===== config.mk =====
export PLATFORM = sky130hd
export DESIGN_NAME = cbe_branch_top
export DESIGN_NICKNAME = d
export VERILOG_FILES = /design/src/rtl/cbe_pkg.sv /design/src/rtl/cbe_cond.sv /design/src/rtl/cbe_branch_top.sv
export VERILOG_INCLUDE_DIRS = /design/src /design/src/rtl
export SDC_FILE = /design/constraint.sdc
export NUM_CORES = 1
export LEC_CHECK = 0
export BUFFER_PORTS_ARGS = -buffer_cell sky130_fd_sc_hd__buf_2
export CAP_MARGIN = 10
export CORE_UTILIZATION = 55
export CTS_BUF_LIST = sky130_fd_sc_hd__clkbuf_4 sky130_fd_sc_hd__clkbuf_8 sky130_fd_sc_hd__clkbuf_16
export DETAILED_ROUTE_END_ITERATION = 10
export PLACE_DENSITY = 0.94
export REMOVE_ABC_BUFFERS = 1
export SLEW_MARGIN = 20
export SYNTH_ARGS = -nofsm -noshare
export SYNTH_HDL_FRONTEND = slang
export SYNTH_SLANG_ARGS = --single-unit

===== constraint.sdc =====
create_clock -name hclk -period 7.74 [get_ports hclk]
set_input_delay 1.548 -clock hclk [delete_from_list [all_inputs] [get_ports hclk]]
set_output_delay 1.548 -clock hclk [all_outputs]
set_load 0.1 [all_outputs]

===== src/rtl/cbe_consts.svh =====
// Purpose: offsets, field positions and reset values of the branch evaluator
// Assumes: 32-bit AHB-Lite data, one aligned word per register
// Notes: included by bare name
`ifndef CBE_CONSTS_SVH
`define CBE_CONSTS_SVH

`define CBE_OFF_PC       8'h00
`define CBE_OFF_FLAGS    8'h04
`define CBE_OFF_CMD      8'h08
`define CBE_OFF_STAT     8'h0C

`define CBE_FLAG_C       0
`define CBE_FLAG_N       2
`define CBE_FLAG_V       3
`define CBE_FLAG_H       5

`define CBE_CMD_OP_LSB   0
`define CBE_CMD_OP_MSB   2
`define CBE_CMD_DISP_LSB 8
`define CBE_CMD_DISP_MSB 14

`define CBE_STAT_BUSY    0
`define CBE_STAT_TAKEN   1

`define CBE_PC_RST       16'h0000
`define CBE_DISP_RST     7'h00
`define CBE_PC_STEP      16'h0001
`define CBE_HSIZE_WORD   3'h2
`define CBE_HRESP_OKAY   1'h0

`endif


===== src/rtl/cbe_pkg.sv =====
// Purpose: types shared by the branch evaluator files
// Assumes: nothing beyond SystemVerilog packages
// Notes: numeric constants live in cbe_consts.svh
package cbe_pkg;

	typedef enum logic [2:0] {
		CBE_OP_LOWER,
		CBE_OP_MINUS,
		CBE_OP_PLUS,
		CBE_OP_SGE,
		CBE_OP_SLT,
		CBE_OP_HSET,
		CBE_OP_HCLR,
		CBE_OP_NONE
	} cbe_op_e;

	typedef enum logic [1:0] {
		CBE_ST_IDLE,
		CBE_ST_EVAL,
		CBE_ST_TAKE
	} cbe_state_e;

	typedef struct packed {
		logic h;
		logic v;
		logic n;
		logic c;
	} cbe_flags_s;

	typedef struct packed {
		logic       valid;
		logic       write;
		logic [7:0] addr;
	} cbe_aphase_s;

endpackage


===== src/rtl/cbe_cond.sv =====
// Purpose: decides whether a conditional branch is taken
// Assumes: flags are the live status values
// Notes: purely combinational
`timescale 1ns/10ps
`default_nettype none

module cbe_cond
	import cbe_pkg::*;
(
	input  wire cbe_op_e    op,
	input  wire cbe_flags_s flags,
	output logic            take
);

	always_comb begin
		case (op)
			CBE_OP_LOWER: take = flags.c;
			CBE_OP_MINUS: take = flags.n;
			CBE_OP_PLUS:  take = ~flags.n;
			CBE_OP_SGE:   take = ~(flags.n ^ flags.v);
			CBE_OP_SLT:   take = flags.n ^ flags.v;
			CBE_OP_HSET:  take = flags.h;
			CBE_OP_HCLR:  take = ~flags.h;
			default:      take = 1'b0;
		endcase
	end

endmodule

`default_nettype wire


===== src/rtl/cbe_branch_top.sv =====
// Purpose: conditional relative-branch evaluator with an AHB-Lite register port
// Assumes: single word transfers, hsel selects this block's region
// Notes: a write to the command register while idle launches one branch; one made while busy is dropped
`timescale 1ns/10ps
`default_nettype none
`include "cbe_consts.svh"

// Operation
// - branch_if_lower is taken only when carry is 1, else it falls through.
// - branch_if_minus is taken only when negative is 1, else it falls through.
// - branch_if_plus is taken only when negative is 0, else it falls through.
// - branch_signed_greater_equal is taken only when negative xor overflow is 0.
// - branch_signed_less_than is taken only when negative xor overflow is 1.
// - branch_half_carry_set is taken only when half-carry is 1, else it falls through.
// - branch_half_carry_clear is taken only when half-carry is 0, else it falls through.
// - a taken branch loads the program counter with itself plus displacement plus one.
// - no branch alters a status flag, and each takes one or two cycles.
module cbe_branch_top
	import cbe_pkg::*;
(
	input  wire logic        hclk,
	input  wire logic        hresetn,
	input  wire logic        hsel,
	input  wire logic [31:0] haddr,
	input  wire logic [1:0]  htrans,
	input  wire logic        hwrite,
	input  wire logic [2:0]  hsize,
	input  wire logic        hready,
	input  wire logic [31:0] hwdata,
	output logic      [31:0] hrdata,
	output logic             hreadyout,
	output logic             hresp,
	output logic      [15:0] pc_value,
	output logic             branch_busy
);

	cbe_aphase_s aph_q;
	cbe_aphase_s aph_d;
	cbe_state_e  st_q;
	cbe_flags_s  flags_q;
	cbe_op_e     op_q;
	logic [6:0]  disp_q;
	logic [15:0] pc_q;
	logic        taken_q;
	logic [31:0] hrdata_q;

	wire logic        accept;
	wire logic        busy;
	wire logic        wr_pc;
	wire logic        wr_flags;
	wire logic        wr_cmd;
	wire logic        take;
	wire logic [15:0] disp_ext;
	wire logic [31:0] flags_word;
	wire logic [31:0] cmd_word;
	wire logic [31:0] stat_word;
	wire logic [31:0] rd_mux;

	// address phase capture
	assign accept = hsel & hready & htrans[1] & (hsize == `CBE_HSIZE_WORD);
	assign aph_d  = '{valid: accept, write: hwrite, addr: haddr[7:0]};

	assign busy     = (st_q != CBE_ST_IDLE);
	assign wr_pc    = aph_q.valid & aph_q.write & (aph_q.addr == `CBE_OFF_PC) & ~busy;
	assign wr_flags = aph_q.valid & aph_q.write & (aph_q.addr == `CBE_OFF_FLAGS);
	assign wr_cmd   = aph_q.valid & aph_q.write & (aph_q.addr == `CBE_OFF_CMD) & ~busy;

	assign disp_ext = {{9{disp_q[6]}}, disp_q};

	assign flags_word = (32'(flags_q.c) << `CBE_FLAG_C) | (32'(flags_q.n) << `CBE_FLAG_N)
		| (32'(flags_q.v) << `CBE_FLAG_V) | (32'(flags_q.h) << `CBE_FLAG_H);
	assign cmd_word  = (32'(op_q) << `CBE_CMD_OP_LSB) | (32'(disp_q) << `CBE_CMD_DISP_LSB);
	assign stat_word = (32'(busy) << `CBE_STAT_BUSY) | (32'(taken_q) << `CBE_STAT_TAKEN);

	assign rd_mux = (haddr[7:0] == `CBE_OFF_PC)    ? {16'h0000, pc_q} :
	                (haddr[7:0] == `CBE_OFF_FLAGS) ? flags_word :
	                (haddr[7:0] == `CBE_OFF_CMD)   ? cmd_word :
	                (haddr[7:0] == `CBE_OFF_STAT)  ? stat_word : 32'h00000000;

	// flags sampled straight from the status register
	cbe_cond u_cond (
		.op    (op_q),
		.flags (flags_q),
		.take  (take)
	);

	always_ff @(posedge hclk or negedge hresetn) begin
		if (!hresetn) begin
			aph_q    <= '0;
			hrdata_q <= 32'h00000000;
		end else begin
			aph_q <= aph_d;
			if (accept && !hwrite) begin
				hrdata_q <= rd_mux;
			end
		end
	end

	// only software writes the flags; branches never do
	always_ff @(posedge hclk or negedge hresetn) begin
		if (!hresetn) begin
			flags_q <= '0;
		end else if (wr_flags) begin
			flags_q.c <= hwdata[`CBE_FLAG_C];
			flags_q.n <= hwdata[`CBE_FLAG_N];
			flags_q.v <= hwdata[`CBE_FLAG_V];
			flags_q.h <= hwdata[`CBE_FLAG_H];
		end
	end

	always_ff @(posedge hclk or negedge hresetn) begin
		if (!hresetn) begin
			op_q   <= CBE_OP_NONE;
			disp_q <= `CBE_DISP_RST;
		end else if (wr_cmd) begin
			op_q   <= cbe_op_e'(hwdata[`CBE_CMD_OP_MSB:`CBE_CMD_OP_LSB]);
			disp_q <= hwdata[`CBE_CMD_DISP_MSB:`CBE_CMD_DISP_LSB];
		end
	end

	always_ff @(posedge hclk or negedge hresetn) begin
		if (!hresetn) begin
			st_q    <= CBE_ST_IDLE;
			pc_q    <= `CBE_PC_RST;
			taken_q <= 1'b0;
		end else begin
			case (st_q)
				CBE_ST_IDLE: begin
					if (wr_pc) begin
						pc_q <= hwdata[15:0];
					end
					if (wr_cmd) begin
						st_q <= CBE_ST_EVAL;
					end
				end
				CBE_ST_EVAL: begin
					taken_q <= take;
					if (take) begin
						st_q <= CBE_ST_TAKE;
					end else begin
						pc_q <= pc_q + `CBE_PC_STEP;
						st_q <= CBE_ST_IDLE;
					end
				end
				CBE_ST_TAKE: begin
					pc_q <= pc_q + disp_ext + `CBE_PC_STEP;
					st_q <= CBE_ST_IDLE;
				end
				default: begin
					st_q <= CBE_ST_IDLE;
				end
			endcase
		end
	end

	assign hrdata      = hrdata_q;
	assign hreadyout   = 1'b1;
	assign hresp       = `CBE_HRESP_OKAY;
	assign pc_value    = pc_q;
	assign branch_busy = busy;
endmodule

`default_nettype wire


==> impl_metrics.json <==
{
  "fraction_of_synthesized_cell_area_in_xor_and_xnor_cells_pct": 6.24,
  "layout.filler_cells": 510,
  "netlist_instances": 395,
  "globalRoute.totalOverflow": 0,
  "vias": 3404,
  "post_layout_nonfiller_instances": 535,
  "io_pins": 125,
  "grt_util_all_layers_pct": 27.9,
  "total_leakage_power_nw": 2.19,
  "post_synth_and_or_nand_nor_area_fraction_pct": 14.1,
  "critPathLaunchType": "input port",
  "cell_breakdown_of_the_critical_path": "buf_2 > nor4bb_1 > and3_1 > nand2b_1 > or4_4 > nor3_2 > a222oi_1 > inv_1",
  "synth-compound-area-share_pct": 18.0,
  "clock_sinks": 59,
  "die_h_um": 85.0,
  "seqCellArea_mm2": 0.00148,
  "postSynthAreaPerCell_um2": 9.59,
  "post-route-min-period_ns": 3.99,
  "synth_top_family_by_area": "compound AO/OA/AOI/OAI gates",
  "max-slew-margin-rel_pct": 42.4,
  "numPortBuffers": 65,
  "globalplace.congestion": 0.934,
  "synth_cell_types": 51,
  "ant_nets": 0,
  "drive_above_1_share_pct": 23.6,
  "finalSetupViolations": 0,
  "netlist_area_mm2": 0.00379,
  "hold_class": "reg -> reg",
  "critPathSlowestCell": "or4_4",
  "final_period_utilization_pct": 51.6,
  "resized_cells_post_cts": 0,
  "critPathBufInv": 2,
  "final_net_count": 551,
  "critPathMaxStageDelay_ns": 0.70,
  "critPathTopFamily": "simple AND/OR/NAND/NOR gates",
  "worst_slew_pin_slew_ns": 0.860,
  "cts_inserted_buffers": 9,
  "layout_commonest_cell": "buf_2",
  "grt_start_max_net_pins": 60,
  "n_antenna_cell": 0,
  "synth_fa_ha_area_share_pct": 7.46,
  "post_synth_mux_area_share_pct": 7.46,
  "grt_first_pass_wirelength_um": 15500,
  "power.density_mw_per_mm2": 186,
  "cp.arrival_ns": 4.28,
  "result_of_the_run": "completed",
  "area_growth_pct": 13.4,
  "grt_antenna_before_repair": 0,
  "rsz0062_at_grt": "false",
  "routedWlPerCell_um": 18.1,
  "final-max-slew-violation-count": 0,
  "critPathRequiredTime_ns": 8.03,
  "most-common-layout-cells": "65 x buf_2, 56 x dfrtp_1, 36 x nand2_1, 25 x nor2_1, 22 x o21ai_0",
  "route.final.wire_length_um": 9680,
  "timing.final.hold_violations": 0,
  "multiInputGateArea_mm2": 0.00209,
  "clock_insertion_delay_worst_skew_ns": 0.35,
  "drc": 0,
  "ctsLongestPathBuffers": 2,
  "detail_route.iter0.violations": 346,
  "die_w_um": 85.0,
  "vias_per_cell": 6.36,
  "async_s_r_ff_share_synth_pct": 100,
  "ys.flop_type": "dfrtp_1",
  "cap_violations": 0,
  "fp.dieArea_mm2": 0.00723,
  "cts_tree": "yes",
  "cp-end-kind": "flip-flop",
  "setup-tns-final_ns": 0,
  "floorplan_core_area_mm2": 0.00649,
  "cts.htree.levels": 3,
  "critical_path_class": "in -> reg",
  "max_fo_critical_path": 17,
  "place_hpwl_um": 6650,
  "clock_transition_at_path_regs_ns": 0.07,
  "initial_utilization_pct": 58.4,
  "clock_tree.root_cell": "clkbuf_8",
  "yosysWarningCount": 0,
  "inst_count_dp": 520,
  "postCtsSetupBuffers": 0,
  "rrSetupSlack_ns": 4.64,
  "rows": 29,
  "synth.yosys.seq_area_share_pct": 39.1,
  "fmax_mhz": 251,
  "ctsHoldBuffers": 0,
  "number_of_global_route_vias_before_repair": 3244,
  "synth-edff-count": 0,
  "drt_pre_antenna_iters": 7,
  "final.setup_skew_ns": 0.0123,
  "synth_seq_cells": 59,
  "ir_drop_worst_vdd_mv": 0.152
}
## through the flow
stage,worst slack [ns],instance area [um^2],util [%],power (mW),hold WS (ns)
after CTS,3.82,4290,66.0,0.797,0.487
after global routing,3.65,4300,66.2,0.825,0.504
after global placement,3.57,4090,62.9,0.506,0.461
after detailed placement,3.46,4090,62.9,0.510,0.473
final,3.75,4300,66.2,0.798,0.481
after floorplan,4.23,3640,-,0.471,0.478
## final timing paths
kind	startpoint	end	cells past startpoint
setup / recovery	hsize[0]	hrdata[14]	8
hold / removal	hrdata[3]	hrdata[3]	2
setup reg to reg	pc_value[0]	pc_value[12]	11
hold reg to reg	hrdata[3]	hrdata[3]	2
max in group asynchronous	hresetn	pc_value[4]	2
min in group asynchronous	hresetn	pc_value[14]	2
## Yosys cell counts, types with 2 or more instances
library cell / instances / area, um^2
dfrtp_1: 56 / 1400
o21ai_0: 22 / 110
xor2_1: 11 / 96.3
a22o_1: 4 / 35.0
or4_1: 2 / 15.0
ha_1: 21 / 263
a21o_1: 6 / 45.0
nand2_1: 36 / 135
nor2b_1: 3 / 18.8
conb_1: 2 / 7.51
o211ai_1: 3 / 22.5
a211oi_1: 4 / 30.0
a21oi_1: 18 / 90.1
clkbuf_1: 14 / 52.6
mux2_2: 16 / 180
buf_4: 19 / 143
xnor2_1: 16 / 140
a22oi_1: 2 / 15.0
nor2_1: 25 / 93.8
mux2i_1: 8 / 80.1
nor4_1: 3 / 18.8
nand2b_1: 4 / 25.0
nand4_1: 7 / 43.8
a31oi_1: 4 / 25.0
nor3_1: 2 / 10.0
a221oi_1: 11 / 96.3
and3_1: 6 / 37.5
nand3b_1: 2 / 15.0
dfstp_2: 3 / 78.8
a222oi_1: 7 / 70.1
inv_1: 21 / 78.8
o31ai_1: 11 / 82.6
o221ai_1: 2 / 17.5
nand3_1: 6 / 30.0
buf_2: 2 / 10.0
## final cells by class
type	count	area share (%)
Multi-Input combinational cell	296	48.7
Sequential cell	59	34.4
Timing Repair Buffer	68	8.18
Clock buffer	12	3.84
Tap cell	77	2.24
Inverter	21	1.83
Clock inverter	2	0.815
## metal layers
| layer | up-vias | part of all wire, % | track usage, % |
|---|---|---|---|
| met5 | - | 0 | 0 |
| met4 | 0 | 2.7 | 13.9 |
| met3 | 33 | 8.7 | 6.81 |
| met2 | 217 | 49 | 46.8 |
| met1 | 1631 | 40 | 33.6 |
| li1 | 1523 | - | - |
## worst reg2reg max path: stages (launching register included)
cell,delay [ns]
dfrtp_1,0.48
inv_1,0.12
ha_1,0.15
inv_1,0.05
fa_1,0.41
a21o_1,0.21
a221oi_1,0.50
nor2b_1,0.16
a211oi_1,0.31
xnor2_1,0.14
a221oi_1,0.34
o31ai_1,0.11
## where the power goes
part	leakage [nW]	total [mW]	internal, mW	switching (mW)
logic	1.38	0.177	0.0463	0.131
clock network	0.104	0.289	0.171	0.118
registers	0.709	0.331	0.317	0.0140
## logic make-up (layout without fill, tap and decap cells)
family	after synthesis	in the layout
xor gates and xnor gates	27	27
other	2	18
and+or+nand+nor	105	105
adders and majority gates	22	22
DFF	59	59
buffers and inverters	56	103
AOI/OAI and AO/OA	99	99
muxes	25	25
## registers in the layout, summed over array words and instances, names as in the netlist
signal    cells
aph_q        10
disp_q        7
flags_q       4
hrdata       16
op_q          3
pc_value     16
st_q          2
taken_q       1
(Power assumes the default switching activity.)
